`config.mk`:
```
export PLATFORM = sky130hd
export DESIGN_NAME = or_call_exec
export DESIGN_NICKNAME = d
export VERILOG_FILES = /design/src/pkg/or_call_pkg.sv /design/src/or_call_exec.sv
export SDC_FILE = /design/constraint.sdc
export NUM_CORES = 1
export LEC_CHECK = 0
export BUFFER_PORTS_ARGS = -buffer_cell sky130_fd_sc_hd__buf_2
export CORE_AREA = 8 8 97 99
export DETAILED_ROUTE_END_ITERATION = 16
export DIE_AREA = 0 0 105 107
export GPL_ROUTABILITY_DRIVEN = 0
export GPL_TIMING_DRIVEN = 0
export PLACE_DENSITY = 0.75
export RECOVER_POWER = 50
export SYNTH_ARGS = -nofsm -noshare
export SYNTH_HDL_FRONTEND = slang
export SYNTH_SLANG_ARGS = --single-unit
```
`constraint.sdc`:
```
create_clock -name clk_sys -period 1.9 [get_ports clk_sys]
set_input_delay 0.285 -clock clk_sys [delete_from_list [all_inputs] [get_ports clk_sys]]
set_output_delay 0.285 -clock clk_sys [all_outputs]
set_load 0.05 [all_outputs]
```
`src/pkg/or_call_pkg.sv`:
```
// Constants, opcodes and state types for the OR-file and long-call unit
package or_call_pkg;

   // Datapath widths
   localparam int DATA_W = 8;
   localparam int PC_W   = 16;

   // Opcode of the OR-into-file instruction: bits 15:9 fixed
   localparam logic [6:0] IOR_OPC     = 7'h04;
   localparam int         IOR_OPC_LSB = 9;
   localparam int         IOR_DST_BIT = 8;

   // Opcode of the long call: bits 15:8 fixed
   localparam logic [7:0] CALL_OPC     = 8'hb7;
   localparam int         CALL_OPC_LSB = 8;

   // Destination select encodings
   localparam logic DST_WORK = 1'h0;
   localparam logic DST_FILE = 1'h1;

   // Values after reset
   localparam logic [7:0]  WORK_RST = 8'h00;
   localparam logic [15:0] PC_RST   = 16'h0000;
   localparam logic        ZF_RST   = 1'h0;

   // Return address offset and cycle counts
   localparam logic [15:0] PC_STEP     = 16'h0001;
   localparam int          IOR_CYCLES  = 1;
   localparam int          CALL_CYCLES = 2;

   // Four phases of one instruction cycle
   typedef enum logic [1:0] {
      PH_Q1,
      PH_Q2,
      PH_Q3,
      PH_Q4
   } phase_t;

   // Operation held for the running cycle
   typedef enum logic [1:0] {
      OP_NOP,
      OP_IOR,
      OP_CALL
   } op_t;

endpackage

```
`src/or_call_exec.sv`:
```
// Decode and execute unit for OR-into-file and long subroutine call
`timescale 1ns/1ps

module or_call_exec (
   input  wire logic        clk_sys,
   input  wire logic        nrst,
   input  wire logic        clkEn,
   input  wire logic [15:0] instrWord,
   input  wire logic [7:0]  fileRdData,
   input  wire logic [7:0]  pcHighLatch,
   output logic [7:0]       workingRegister,
   output logic             zeroFlag,
   output logic [15:0]      pc,
   output logic [7:0]       fileAddr,
   output logic             fileRdEn,
   output logic             fileWrEn,
   output logic [7:0]       fileWrData,
   output logic             stackPush,
   output logic [15:0]      topOfStack,
   output logic             cycleStart
);

   // Phase sequencer and decoded operation
   or_call_pkg::phase_t phase;
   or_call_pkg::phase_t next_phase;
   or_call_pkg::op_t    op;
   or_call_pkg::op_t    next_op;
   logic                dest;
   logic                next_dest;
   logic [7:0]          lit;
   logic [7:0]          next_lit;
   logic                flushNext;
   logic                next_flushNext;

   // Datapath registers
   logic [7:0]          operand;
   logic [7:0]          next_operand;
   logic [7:0]          result;
   logic [7:0]          next_result;

   // Next values of the outputs
   logic [7:0]          next_workingRegister;
   logic                next_zeroFlag;
   logic [15:0]         next_pc;
   logic [7:0]          next_fileAddr;
   logic                next_fileRdEn;
   logic                next_fileWrEn;
   logic [7:0]          next_fileWrData;
   logic                next_stackPush;
   logic [15:0]         next_topOfStack;
   logic                next_cycleStart;

   // Opcode matches on the fetched word
   logic                isIor;
   logic                isCall;

   // Decode of the prefetched word
   assign isIor  = instrWord[15:or_call_pkg::IOR_OPC_LSB]
                   == or_call_pkg::IOR_OPC;
   assign isCall = instrWord[15:or_call_pkg::CALL_OPC_LSB]
                   == or_call_pkg::CALL_OPC;

   // Next-state logic; one phase step per enabled clock
   always_comb begin
      next_phase           = phase;
      next_op              = op;
      next_dest            = dest;
      next_lit             = lit;
      next_flushNext       = flushNext;
      next_operand         = operand;
      next_result          = result;
      next_workingRegister = workingRegister;
      next_zeroFlag        = zeroFlag;
      next_pc              = pc;
      next_fileAddr        = fileAddr;
      next_fileRdEn        = 1'b0;
      next_fileWrEn        = 1'b0;
      next_fileWrData      = fileWrData;
      next_stackPush       = 1'b0;
      next_topOfStack      = topOfStack;
      next_cycleStart      = 1'b0;

      unique case (phase)
         // Q1: decode; a flushed word becomes a no-operation
         or_call_pkg::PH_Q1: begin
            next_phase     = or_call_pkg::PH_Q2;
            next_flushNext = 1'b0;
            next_dest      = instrWord[or_call_pkg::IOR_DST_BIT];
            next_lit       = instrWord[7:0];
            if (flushNext) begin
               next_op = or_call_pkg::OP_NOP;
            end else if (isIor) begin
               next_op       = or_call_pkg::OP_IOR;
               next_fileAddr = instrWord[7:0];
               next_fileRdEn = 1'b1;
            end else if (isCall) begin
               next_op = or_call_pkg::OP_CALL;
            end else begin
               next_op = or_call_pkg::OP_NOP;
            end
         end

         // Q2: the file byte is returned during this phase
         or_call_pkg::PH_Q2: begin
            next_phase = or_call_pkg::PH_Q3;
            if (op == or_call_pkg::OP_IOR) begin
               next_operand = fileRdData;
            end
         end

         // Q3: execute the OR
         or_call_pkg::PH_Q3: begin
            next_phase = or_call_pkg::PH_Q4;
            if (op == or_call_pkg::OP_IOR) begin
               next_result = workingRegister | operand;
            end
         end

         // Q4: write the destination or redirect the counter
         or_call_pkg::PH_Q4: begin
            next_phase      = or_call_pkg::PH_Q1;
            next_cycleStart = 1'b1;
            next_pc         = pc + or_call_pkg::PC_STEP;
            if (op == or_call_pkg::OP_IOR) begin
               if (dest == or_call_pkg::DST_FILE) begin
                  next_fileWrEn   = 1'b1;
                  next_fileWrData = result;
               end else begin
                  next_workingRegister = result;
               end
               // Only the zero flag moves; other status lives elsewhere
               next_zeroFlag = (result == 8'h00);
            end else if (op == or_call_pkg::OP_CALL) begin
               // Return address is taken from the old counter and pushed on the same edge as the jump
               next_stackPush  = 1'b1;
               next_topOfStack = pc + or_call_pkg::PC_STEP;
               next_pc         = {pcHighLatch, lit};
               // The word already fetched is the wrong path
               next_flushNext  = 1'b1;
               // No flag is assigned here, so status holds
            end
         end
      endcase
   end

   // State registers; clkEn low freezes every flop
   always_ff @(posedge clk_sys or negedge nrst) begin
      if (!nrst) begin
         phase           <= or_call_pkg::PH_Q1;
         op              <= or_call_pkg::OP_NOP;
         dest            <= or_call_pkg::DST_WORK;
         lit             <= 8'h00;
         flushNext       <= 1'b0;
         operand         <= 8'h00;
         result          <= 8'h00;
         workingRegister <= or_call_pkg::WORK_RST;
         zeroFlag        <= or_call_pkg::ZF_RST;
         pc              <= or_call_pkg::PC_RST;
         fileAddr        <= 8'h00;
         fileRdEn        <= 1'b0;
         fileWrEn        <= 1'b0;
         fileWrData      <= 8'h00;
         stackPush       <= 1'b0;
         topOfStack      <= or_call_pkg::PC_RST;
         cycleStart      <= 1'b0;
      end else if (clkEn) begin
         phase           <= next_phase;
         op              <= next_op;
         dest            <= next_dest;
         lit             <= next_lit;
         flushNext       <= next_flushNext;
         operand         <= next_operand;
         result          <= next_result;
         workingRegister <= next_workingRegister;
         zeroFlag        <= next_zeroFlag;
         pc              <= next_pc;
         fileAddr        <= next_fileAddr;
         fileRdEn        <= next_fileRdEn;
         fileWrEn        <= next_fileWrEn;
         fileWrData      <= next_fileWrData;
         stackPush       <= next_stackPush;
         topOfStack      <= next_topOfStack;
         cycleStart      <= next_cycleStart;
      end
   end
endmodule

```
# [Word level (Yosys, flattened, before mapping)]
# Index checks and enable logic that the tools add are counted.
[word_totals] reg_bits=91 in_bits=35 out_inout_bits=61 wordCells=63
[op_classes] add_sub_neg=1 eq_ne=9 muxes=19 n_bitwise=4 reduce_logical=13
[ops] operator="$mux W16" n=2
[ops] operator="$reduce_and A4 Y1" n=5
[ops] operator="$add A16 B1 Y16 const B" n=1
[ops] operator="$mux W1" n=12
[ops] operator="$reduce_and A3 Y1" n=3
[ops] operator="$eq A8 B8 Y1 const B" n=1
[ops] operator="$logic_not A8 Y1" n=1
[ops] operator="$or A8 B8 Y8" n=1
[ops] operator="$pmux W2 S4" n=1
[ops] operator="$eq A7 B3 Y1 const B" n=1
[ops] operator="$eq A2 B2 Y1 const B" n=3
[ops] operator="$mux W2" n=3
[ops] operator="$eq A2 B1 Y1 const B" n=2
[ops] operator="$ne A2 B2 Y1 const B" n=2
[ops] operator="$reduce_and A2 Y1" n=2
[ops] operator="$not A1 Y1" n=3
[ops] operator="$logic_not A2 Y1" n=1
[ops] operator="$pmux W1 S2" n=1
[ops] operator="$reduce_bool A2 Y1" n=1

# [Depth between registers and ports, before layout]
# Gate-level depths: netlist (run 1).
[logic_depth] ltp_word=4 ltp_mapped=6 mapped_depth_nobuf=5

# [Least setup slack after synthesis (run 1)]
# Ideal clock, no wire load.
[synth_path] kind="reg2reg" start="register pc[0]" end="register pc[14]" setup_ns=0.124 arrival_ns=1.907 required_time_ns=1.776 slack_ns=-0.131 path_stages_with_launch=6 n_path_buf=0 synth_period_minus_slack_ns=2.031 cell_sequence="dfrtp_1 > ha_1 > nand2_1 > nor4_1 > nor2_1 > a211o_1"
[synth_between] elab_chain_cells=3
[synth_rtl] item="from (decl)" line_no="or_call_exec.sv:13" source="output logic [15:0] pc,"
[synth_rtl] item="from (signal assigned)" line_no="or_call_exec.sv:158" source="pc <= or_call_pkg::PC_RST;"
[synth_rtl] item="from (signal assigned)" line_no="or_call_exec.sv:176" source="pc <= next_pc;"
[synth_rtl] item="$add A16 B1 Y16 (*)" line_no="or_call_exec.sv:123" source="next_pc = pc + or_call_pkg::PC_STEP;"
[synth_rtl] item="$mux W16" line_no="or_call_exec.sv:133" source="end else if (op == or_call_pkg::OP_CALL) begin"
[synth_rtl] item="$mux W16 (*)" line_no="or_call_exec.sv:124" source="if (op == or_call_pkg::OP_IOR) begin"
# Mark *: on every way between the ends. The rest lies on a longest branch, timed or not.
# A chain may end at the register's enable or synchronous reset.

# [Final worst setup path (run 1)]
[layout_path] start="register phase[0]" end="register workingRegister[3]"
[layout_between] elab_chain_cells=2
[layout_rtl] item="from (decl)" line_no="or_call_exec.sv:24" source="or_call_pkg::phase_t phase;"
[layout_rtl] item="from (signal assigned)" line_no="or_call_exec.sv:149" source="phase <= or_call_pkg::PH_Q1;"
[layout_rtl] item="from (signal assigned)" line_no="or_call_exec.sv:167" source="phase <= next_phase;"
[layout_rtl] item="$eq A2 B2 Y1" line_no="or_call_exec.sv:83" source="unique case (phase)"
[layout_rtl] item="$reduce_and A4 Y1 (no line)"
[layout_rtl] item="to (signal assigned)" line_no="or_call_exec.sv:156" source="workingRegister <= or_call_pkg::WORK_RST;"
[layout_rtl] item="to (signal assigned)" line_no="or_call_exec.sv:174" source="workingRegister <= next_workingRegister;"
[layout_rtl] item="to (decl)" line_no="or_call_exec.sv:11" source="output logic [7:0] workingRegister,"
# Every way passes these cells.

==> results of run 1 <==
==> worst paths after layout <==
path                                       to  slack, ns
hold reg to reg                topOfStack[14]       0.48
max in group asynchronous               pc[1]       0.30
setup / recovery           workingRegister[3]       0.09
hold / removal                     operand[6]       0.16
min in group asynchronous       fileWrData[6]       0.59
setup reg to reg           workingRegister[3]       0.09
==> layout by cell type (no fill, tap or decap), types with 2 or more instances in the layout <==
cell type,instances
dfrtp_1,87
buf_2,66
nand2_1,49
mux2_2,41
clkbuf_1,38
o21ai_0,33
nor2_1,23
clkbuf_8,13
nand3_1,11
inv_1,8
clkbuf_2,6
a21oi_1,6
xor2_1,6
xnor2_1,6
a31oi_1,5
a2bb2oi_1,5
nor3_1,5
ha_1,5
nand4_1,4
o22ai_1,4
dfrtp_2,4
nor4_1,3
a22o_1,3
o22a_1,3
nand3_2,2
a211o_1,2
or4_4,2
a22oi_1,2
nor2b_1,2
nor4_2,2
o21a_1,2
or3_1,2
o21ai_1,2
==> metal layers <==
layer | global-route usage [%] | up-vias | part of all wire (%) | wire length (um)
met5 | 0 | - | 0 | 0
met2 | 29.7 | 102 | 49 | 4940
met3 | 2.94 | 12 | 4.8 | 480
li1 | - | 1502 | - | -
met4 | 8.36 | 0 | 2.0 | 202
met1 | 23.4 | 1570 | 44 | 4400
==> cells by family (layout without fill, tap and decap cells) <==
kind of cell	Yosys count	after routing
and+or+nand+nor	117	117
xor gates and xnor gates	12	12
DFF	91	91
buffers and inverters	25	137
AOI/OAI and AO/OA	71	71
adders and majority gates	6	6
muxes	42	42
==> state kept, by name, indices dropped and copies added (netlist names), 2 cells and up <==
register and cells:
pc 16, topOfStack 16, fileAddr 8, fileWrData 8, lit 8, operand 8, result 8, workingRegister 8
op 2, phase 2
==> power by group through the flow <==
stage,Sequential (mW),Clock (mW),Combinational [mW]
after floorplan,2.70,0,0.560
after global placement,2.41,0,1.18
after detailed placement,2.43,0,1.23
after CTS,2.39,1.42,1.24
after global routing,2.44,1.51,1.33
final,2.40,1.42,1.22
==> final cells by class <==
cell class,instances,area (um2)
inverter,8,30.0
clock inverter,3,43.8
fill,706,3010
sequential,91,2280
buffer,16,67.6
tap,105,131
clock buffer,13,179
multi-input combinational,248,1710
timing repair buffer,97,477
==> repair_timing <==
item,4_1_cts,5_1_grt
hold buffers,1,0
hold endpoints to repair,36,0
resized for setup,1,12
setup endpoints to repair,8,37
pin swaps,0,1
buffers inserted,0,1
==> stage by stage <==
step | std cells | total power [mW] | cell area (um2)
global placement | 563 | 3.60 | 4650
detailed placement | 564 | 3.66 | 4680
floorplan | 364 | 3.26 | 4050
global route | 581 | 5.28 | 4920
CTS | 581 | 5.06 | 4920
finish | 581 | 5.04 | 4920
==> metrics.md, run 1 <==
| Metric | Value |
|---|---|
| Seq pwr share | 47.6% |
| Syn avg cell area | 11.1 um2 |
| Clock-pin slew on the worst setup and hold paths | 0.09 ns |
| Final WS setup | 0.0939 ns |
| Post-synthesis adder-cell area fraction | 1.86% |
| Synth area leaders | dfrtp_1 56%, mux2_2 11%, nand2_1 4.5% |
| Seq cells post-synth | 91 |
| Diodes inserted | 0 |
| Crit path buf inv count | 2 |
| Final Cycle Share | 95.1% |
| Min-Delay Path Class | in -> reg |
| Layout Nets | 512 |
| Starting Density | 51.0% |
| Area of the mapped netlist | 4040 um2 |
| Post-synth top cells | 91 x dfrtp_1, 49 x nand2_1, 41 x mux2_2, 33 x o21ai_0, 23 x nor2_1 |
| Residual DRC | 0 |
| Proportion of layout cells with a drive suffix above 1 | 30.9% |
| Core ar. | 7930 um2 |
| Worst Path Arrival | 2.04 ns |
| Wire per inst | 17.3 um |
| Cells on worst reg2reg path | 7 |
| Simple-gate share of the synthesized area | 14.2% |
| Core Rows | 33 |
| CP Launch Type | flop |
| Max Freq | 554 MHz |
| Area Overhead vs Synth | 21.6% |
| Port bufs | 94 |
| Gate Count Post-Synth | 364 |
| Top-count cell post-synth | dfrtp_1 |
| Worst R2R Start | phase[0] |
| Critical path class | reg -> reg |
| Peak per-stage delay on the critical path | 0.40 ns |
| Die H | 107 um |
| Final setup viols | 0 |
| Status | complete, no violations |
| Syn Nets | 405 |
| CTS H-tree lvls | 3 |
| Leak Pwr | 2.33 nW |
| GR Overflow Total | 0 |
| Netlist cell types | 47 |
| Largest family of logic cells by synthesized area | simple AND/OR/NAND/NOR gates |
| Vias | 3,186 |
| Biggest area consumer among synthesized cells | dfrtp_1 |
| Part of the power in combinational logic | 24.2% |
| Crit path from | phase[0] |
| Max_slew headroom | 40.4% |
| Post-synth EDFFs | 0 |
| Vias in the first global route | 3,287 |
| Slowest stage cell, crit path | dfrtp_1 |
| Root Driver | clkbuf_8 |
| GR Util All Layers | 18.2% |
| Slew Limit Fails | 0 |
| Antenna violations before repair | 0 |
| Slew @ Worst Pin | 0.894 ns |
| Register area share after synthesis | 56.3% |
| Clk buf depth | 2 |
| Initial DRC count | 134 |
| WHS Path Cells | 2 |
| Worst path required time | 2.14 ns |
| Clock Sinks | 91 |
| CP Max Fanout | 8 |
| Final Util | 62.0% |
| First-pass GRT wire length | 16,500 um |
| Primary FF master, synth | dfrtp_1 |
| Total CTS buffers | 9 |
| Final min period | 1.81 ns |
| Int Pwr | 3.34 mW |
| First drt pass iteration count | 4 |
| Critical-path cell list | ha_2 > and2_1 > buf_2 > nand2_1 > nor2_4 > buf_12 > mux2_2 |
| Power per cell area | 1030 nW/um2 |
| Sw frac | 33.8% |
| Pre-CTS setup slack | -0.0721 ns |
| Hold Slack | 0.157 ns |
| Max IR drop VDD | 0.631 mV |
| Total Neg Setup Slack | 0 ns |
| Ys Warns | 0 |
| NetSw | 1.71 mW |
| Vias per cell | 5.48 |
| Share of flip-flops with an asynchronous set or reset | 100% |
| HPWL after DPL | 7370 um |
| Top delay family on crit path | simple AND/OR/NAND/NOR gates |
| Total number of cells along the worst setup path | 7 |
| Pin count of the biggest net entering global routing | 56 |
| Die width | 105 um |
| CTS tree | done |
| Max cap viols | 0 |
| Post-synthesis mux area share | 11.7% |
| Final wirelength | 10,000 um |
| Clock network power share | 28.2% |
| Synth Area in Compound Gates | 10.9% |
| Worst Hold Launch | fileRdData[6] |
| Final setup skew | 0.0101 ns |
| Clock Latency Late Sink | 0.36 ns |
| Final count of hold timing violations | 0 |
| Worst setup EP type | flop |
| IO Pins | 96 |
| Remaining antenna violation count | 0 |
| Die area | 11,200 um2 |
| Post-Synth XOR/XNOR Area | 2.60% |
| Synth top area share | 56.3% |
(Power assumes the default switching activity.)
==> inputs of run 2 (changes only) <==
--- a/config.mk
+++ b/config.mk
@@ -12,7 +12,7 @@
 export GPL_ROUTABILITY_DRIVEN = 0
 export GPL_TIMING_DRIVEN = 0
 export PLACE_DENSITY = 0.75
-export RECOVER_POWER = 50
+export RECOVER_POWER = 25
 export SYNTH_ARGS = -nofsm -noshare
 export SYNTH_HDL_FRONTEND = slang
 export SYNTH_SLANG_ARGS = --single-unit
==> run 2 against run 1 <==
Register-to-register slack barely moved. Final cell count stayed put. Via count increased by 0.63%. Clock power barely moved. Critical endpoint unchanged. Largest cell class unchanged.
==> metrics.md, run 2 (synthesized netlist as in run 1, its figures left out) <==
| Metric | Value |
|---|---|
| Status | complete, no violations |
| Reg2reg setup slack | 0.08 ns (about the same) |
| GR Overflow Total | 0 (unchanged) |
| Residual DRC | 0 (unchanged) |
| Post-route non-filler standard cell count | 581 (unchanged) |
| Max cap viols | 0 (unchanged) |
| Terminus of the critical flop-to-flop path | workingRegister[3] |
| Final min period | 1.82 ns (+0.0126 ns) |
| Slew @ Worst Pin | 0.909 ns (+0.0153 ns) |
| Final Cycle Share | 95.7% (+0.66 points) |
| Pre-CTS setup slack | -0.0721 ns (unchanged) |
| Clock Latency Late Sink | 0.36 ns (about the same) |
| Worst path required time | 2.14 ns (about the same) |
| Final count of hold timing violations | 0 (unchanged) |
| Final wirelength | 10,000 um (about the same) |
| Hold Slack | 0.159 ns (+0.00207 ns) |
| Design Area, Final | 4950 um2 (+0.71%) |
| Final Util | 62.5% (+0.44 points) |
| Commonest non-fill, non-tap cell in the layout | buf_2 |
| CP Max Fanout | 8 (unchanged) |
| Max_slew headroom | 39.4% (-1.0 points) |
| Core ar. | 7930 um2 (unchanged) |
| Die area | 11,200 um2 (unchanged) |
| Max Freq | 550 MHz (-0.69%) |
| Starting Density | 51.0% (unchanged) |
| Critical path class | reg -> reg |
| Clk buf depth | 2 (unchanged) |
| Final WS setup | 0.0813 ns (-0.0126 ns) |
| Seq. cell area | 2280 um2 (unchanged) |
| Wire per inst | 17.3 um (about the same) |
| Root Driver | clkbuf_8 |
| CTS H-tree lvls | 3 (unchanged) |
| Antenna violations before repair | 0 (unchanged) |
| CP Launch Type | flop |
| Vias in the first global route | 3,287 (unchanged) |
| Core Rows | 33 (unchanged) |
| Worst Hold Launch | fileRdData[6] |
| Slew Limit Fails | 0 (unchanged) |
| Final setup viols | 0 (unchanged) |
| Commonest non-fill, non-tap cells in the layout | 94 x buf_2, 87 x dfrtp_1, 49 x nand2_1 |
| Worst R2R Start | phase[0] |
| Critical-path cell list | ha_2 > and2_1 > buf_2 > nand2_1 > nor2_4 > buf_12 > mux2_2 |
| Max IR drop VDD | 0.638 mV (+0.99%) |
| DP Cell Count | 564 (unchanged) |
| Regs by FF count | pc (16), topOfStack (16) |
| Clock Sinks | 91 (unchanged) |
| Fillers | 696 (-1.4%) |
| Remaining antenna violation count | 0 (unchanged) |
| Total Neg Setup Slack | 0 ns (unchanged) |
| Total CTS buffers | 9 (unchanged) |
| Top delay family on crit path | simple AND/OR/NAND/NOR gates |
| Proportion of layout cells with a drive suffix above 1 | 36.8% (+5.9 points) |
| HPWL after DPL | 7370 um (unchanged) |
| Clock-pin slew on the worst setup and hold paths | 0.08 ns (about the same) |
| GR Util All Layers | 18.2% (unchanged) |
| Area Overhead vs Synth | 22.4% |
| First drt pass iteration count | 7 (+3) |
| Cells on worst reg2reg path | 7 (unchanged) |
| Diodes inserted | 0 (unchanged) |
| Worst Path Arrival | 2.06 ns (+0.02 ns) |
| CTS tree | done |
| Slowest stage cell, crit path | dfrtp_1 |
| Pin count of the biggest net entering global routing | 56 (unchanged) |
| Post-DP Area | 4680 um2 (unchanged) |
| Min-Delay Path Class | in -> reg |
| Power per cell area | 1020 nW/um2 (-0.49%) |
| Worst setup EP type | flop |
| Area of the multi-input gates | 1710 um2 (unchanged) |
| Leak Pwr | 2.45 nW (+5.2%) |
| Die H | 107 um (unchanged) |
| IO Pins | 96 (unchanged) |
| WHS Path Cells | 2 (unchanged) |
| Port bufs | 94 (unchanged) |
| Initial DRC count | 119 (-11%) |
| Final Power | 5.06 mW (+0.22%) |
| Layout Nets | 512 (unchanged) |
| Vias per cell | 5.52 (+0.63%) |
| Die width | 105 um (unchanged) |
| Final setup skew | 0.00944 ns (-0.000661 ns) |
| Vias | 3,206 (+0.63%) |
| Peak per-stage delay on the critical path | 0.40 ns (about the same) |
| Crit path buf inv count | 2 (unchanged) |
| First-pass GRT wire length | 16,500 um (unchanged) |
| Hold path endpoint | operand[6] |
[run 2: how the worst max path moves through the flow]
stage                   from                  to  slack [ns]  depth (start not counted)
finish              phase[0]  workingRegister[3]        0.08                          7
global route           pc[0]              pc[12]      -0.007                          5
CTS                    pc[0]      topOfStack[14]        0.04                          5
detailed placement  phase[0]  workingRegister[4]       -0.07                          6
global placement        nrst               pc[3]       -0.43                          1
floorplan              pc[6]              pc[11]        0.03                          4
[run 2: final cells by class]
type,instances,area share [%]
Buffer,16,1.36
Clock buffer,13,3.61
Clock inverter,3,0.885
Inverter,8,0.607
Multi-Input combinational cell,248,34.4
Sequential cell,91,46.1
Tap cell,105,2.65
Timing Repair Buffer,97,10.3
[run 2: repair_timing]
| action | 4_1_cts | 5_1_grt |
|---|---|---|
| buffers inserted | 0 | 1 |
| resized for setup | 1 | 12 |
| setup endpoints to repair | 8 | 37 |
| hold endpoints to repair | 36 | 0 |
| pin swaps | 0 | 1 |
| hold buffers | 1 | 0 |
| gates cloned | 0 | 0 |
[run 2: power by group]
part | internal [mW] | switching, mW | total (mW)
combinational | 0.419 | 0.812 | 1.23
clock | 0.753 | 0.666 | 1.42
sequential | 2.18 | 0.229 | 2.41
total | 3.35 | 1.71 | 5.06
[run 2: worst reg2reg max path, delay by kind of cell (launching register included)]
kind                       cells  cell delay (ns)
adders and majority gates      1             0.22
and+or+nand+nor                3             0.42
DFF                            1             0.40
muxes                          1             0.33
buffers and inverters          2             0.34
[run 2: metal layers]
layer | GRT usage (%) | routed length (um) | up-vias | part of all wire (%)
li1 | - | - | 1503 | -
met1 | 23.4 | 4480 | 1595 | 45
met2 | 29.7 | 4940 | 96 | 49
met3 | 2.94 | 403 | 12 | 4.0
met4 | 8.36 | 207 | 0 | 2.1
met5 | 0 | 0 | - | 0
==> inputs of run 3 (changes only) <==
--- a/config.mk
+++ b/config.mk
@@ -6,12 +6,12 @@
 export NUM_CORES = 1
 export LEC_CHECK = 0
 export BUFFER_PORTS_ARGS = -buffer_cell sky130_fd_sc_hd__buf_2
-export CORE_AREA = 8 8 97 99
+export CORE_AREA = 8 8 104 106
 export DETAILED_ROUTE_END_ITERATION = 16
-export DIE_AREA = 0 0 105 107
+export DIE_AREA = 0 0 112 114
 export GPL_ROUTABILITY_DRIVEN = 0
 export GPL_TIMING_DRIVEN = 0
-export PLACE_DENSITY = 0.75
+export PLACE_DENSITY = 0.66
 export RECOVER_POWER = 25
 export SYNTH_ARGS = -nofsm -noshare
 export SYNTH_HDL_FRONTEND = slang
==> run 3 against run 2 <==
Routed wire length fell by 0.73%. Highest routed layer unchanged. Count of clock-buffer cells in the layout shrank 4. Maximum frequency increased by 1.4%. Core utilization fell by 8.6 points. Clock power shrank 7%. First-iteration DRC count rose by 35%. Largest power group unchanged. Worst setup slack better by 0.025 ns. Combinational power about the same.
==> metrics.md, run 3 (synthesized netlist as in run 1, its figures left out) <==
| Metric | Value |
|---|---|
| Terminus of the critical flop-to-flop path | workingRegister[3] |
| Top delay family on crit path | simple AND/OR/NAND/NOR gates |
| Clock-pin slew on the worst setup and hold paths | 0.09 ns (about the same) |
| Slowest stage cell, crit path | dfrtp_1 |
| DR WL met2 | 4960 um (+0.34%) |
| Clock Sinks | 91 (unchanged) |
| Starting Density | 44.4% (-6.6 points) |
| DP Cell Count | 570 (+1.1%) |
| Total number of cells along the worst setup path | 6 (-1) |
| Max cap viols | 0 (unchanged) |
| Leak Pwr | 2.41 nW (-1.9%) |
| CP endpoint | workingRegister[3] |
| M1 wire length | 4470 um (-0.25%) |
| Unrepaired setup endpoints after global routing | no |
| GR Overflow Total | 0 (unchanged) |
| First drt pass iteration count | 4 (-3) |
| Core Rows | 35 (+6.1%) |
| Commonest non-fill, non-tap cell in the layout | buf_2 |
| Fillers | 825 (+19%) |
| Final setup skew | 0.00886 ns (-0.000580 ns) |
| Diodes inserted | 0 (unchanged) |
| CP Max Fanout | 8 (unchanged) |
| Final setup viols | 0 (unchanged) |
| Final min period | 1.79 ns (-0.0252 ns) |
| Layout Nets | 511 (-0.20%) |
| Clock Latency Late Sink | 0.35 ns (about the same) |
| First-pass GRT wire length | 16,500 um (+0.16%) |
| Min-Delay Path Class | in -> reg |
| Power per cell area | 1010 nW/um2 (-1.3%) |
| GR Util All Layers | 16.0% (-2.2 points) |
| Final Power | 4.94 mW (-2.2%) |
| Hold Slack | 0.165 ns (+0.00590 ns) |
| Peak per-stage delay on the critical path | 0.39 ns (about the same) |
| Antenna violations before repair | 0 (unchanged) |
| Total Neg Setup Slack | 0 ns (unchanged) |
| Pin count of the biggest net entering global routing | 68 (+21%) |
| Worst path required time | 2.14 ns (about the same) |
| Port bufs | 94 (unchanged) |
| Commonest non-fill, non-tap cells in the layout | 94 x buf_2, 87 x dfrtp_1, 48 x nand2_1 |
| Max layer used | met4 |
| Vias | 3,139 (-2.1%) |
| Final wirelength | 9960 um (-0.73%) |
| Critical-path cell list | ha_2 > and2_1 > buf_2 > nand2_2 > nor2_4 > mux2_2 |
| Post-route non-filler standard cell count | 586 (+0.86%) |
| Total CTS buffers | 9 (unchanged) |
| HPWL after DPL | 7370 um (about the same) |
| Max Freq | 558 MHz (+1.4%) |
| CTS tree | done |
| Root Driver | clkbuf_8 |
| Die H | 114 um (+6.5%) |
| IO Pins | 96 (unchanged) |
| Core ar. | 9110 um2 (+15%) |
| Die area | 12,800 um2 (+14%) |
| Final Cycle Share | 94.4% (-1.3 points) |
| Slew @ Worst Pin | 0.623 ns (-0.287 ns) |
| CTS H-tree lvls | 3 (unchanged) |
| Regs by FF count | pc (16), topOfStack (16) |
| Vias per cell | 5.36 (-2.9%) |
| Status | complete, no violations |
| Area Overhead vs Synth | 21.3% |
| Residual DRC | 0 (unchanged) |
| Remaining antenna violation count | 0 (unchanged) |
| Clk buf depth | 2 (unchanged) |
| Max_slew headroom | 58.5% (+19 points) |
| Worst Path Arrival | 2.03 ns (-0.03 ns) |
| Worst R2R Start | phase[0] |
| Met3 wire length | 445 um (+10%) |
| Slew Limit Fails | 0 (unchanged) |
| Proportion of layout cells with a drive suffix above 1 | 36.6% (-0.13 points) |
| Max IR drop VDD | 0.531 mV (-17%) |
| Critical path class | reg -> reg |
| Vias in the first global route | 3,249 (-1.2%) |
| Crit path buf inv count | 1 (-1) |
| CP Launch Type | flop |
| Reg2reg setup slack | 0.11 ns (+0.03 ns) |
| Worst setup EP type | flop |
| Die width | 112 um (+6.7%) |
| Crit path from | phase[0] |
| Wire per inst | 17.0 um (-1.6%) |
| Cells on worst reg2reg path | 6 (-1) |
| Final count of hold timing violations | 0 (unchanged) |
| Initial DRC count | 161 (+35%) |
==> run 3: layer usage <==
| metal | up-vias | global-route usage, % |
|---|---|---|
| met2 | 82 | 25.6 |
| met5 | - | 0 |
| li1 | 1503 | - |
| met3 | 7 | 3.49 |
| met1 | 1547 | 21.3 |
| met4 | 0 | 4.68 |
==> run 3: stage by stage <==
stage | area [um2] | setup slack, ns | util (%)
final | 4910 | 0.106 | 53.9
after global routing | 4910 | 0.0120 | 53.9
after CTS | 4910 | 0.000667 | 53.9
after detailed placement | 4690 | -0.0359 | 51.5
after global placement | 4660 | -0.471 | 51.1
after floorplan | 4050 | 0.0294 | -
==> run 3: area by class of cell <==
class	instances	area [um2]	area share, %
Buffer	16	67.6	1.38
Clock buffer	9	124	2.52
Clock inverter	7	75.1	1.53
Inverter	8	30.0	0.612
Multi-Input combinational cell	248	1700	34.6
Sequential cell	91	2280	46.5
Tap cell	111	139	2.83
Timing Repair Buffer	96	492	10.0
==> run 3: worst min-delay path by stage <==
stage,startpoint,end,slack [ns],cells past startpoint
after floorplan,nrst,cycleStart,-0.01,0
after global placement,topOfStack[14],topOfStack[14],0.45,2
after detailed placement,nrst,workingRegister[2],0.22,1
after CTS,fileRdData[1],operand[1],0.15,2
after global routing,fileRdData[7],operand[7],0.15,2
final,fileRdData[1],operand[1],0.17,2
==> run 3: timing repair <==
item                                   CTS  global route
gates resized for setup                  2            10
hold buffers                             1             0
endpoints found under the hold margin   24             0
pin swaps                                0             1
buffers inserted                         0             0
setup endpoints to repair                9            29
==> run 3: where the power goes <==
group / leakage, nW / internal, mW / total (mW) / switching [mW]
Sequential: 1.20 / 2.18 / 2.41 / 0.229
Combinational: 1.11 / 0.419 / 1.22 / 0.799
Clock: 0.0923 / 0.615 / 1.32 / 0.704
Total: 2.41 / 3.21 / 4.94 / 1.73
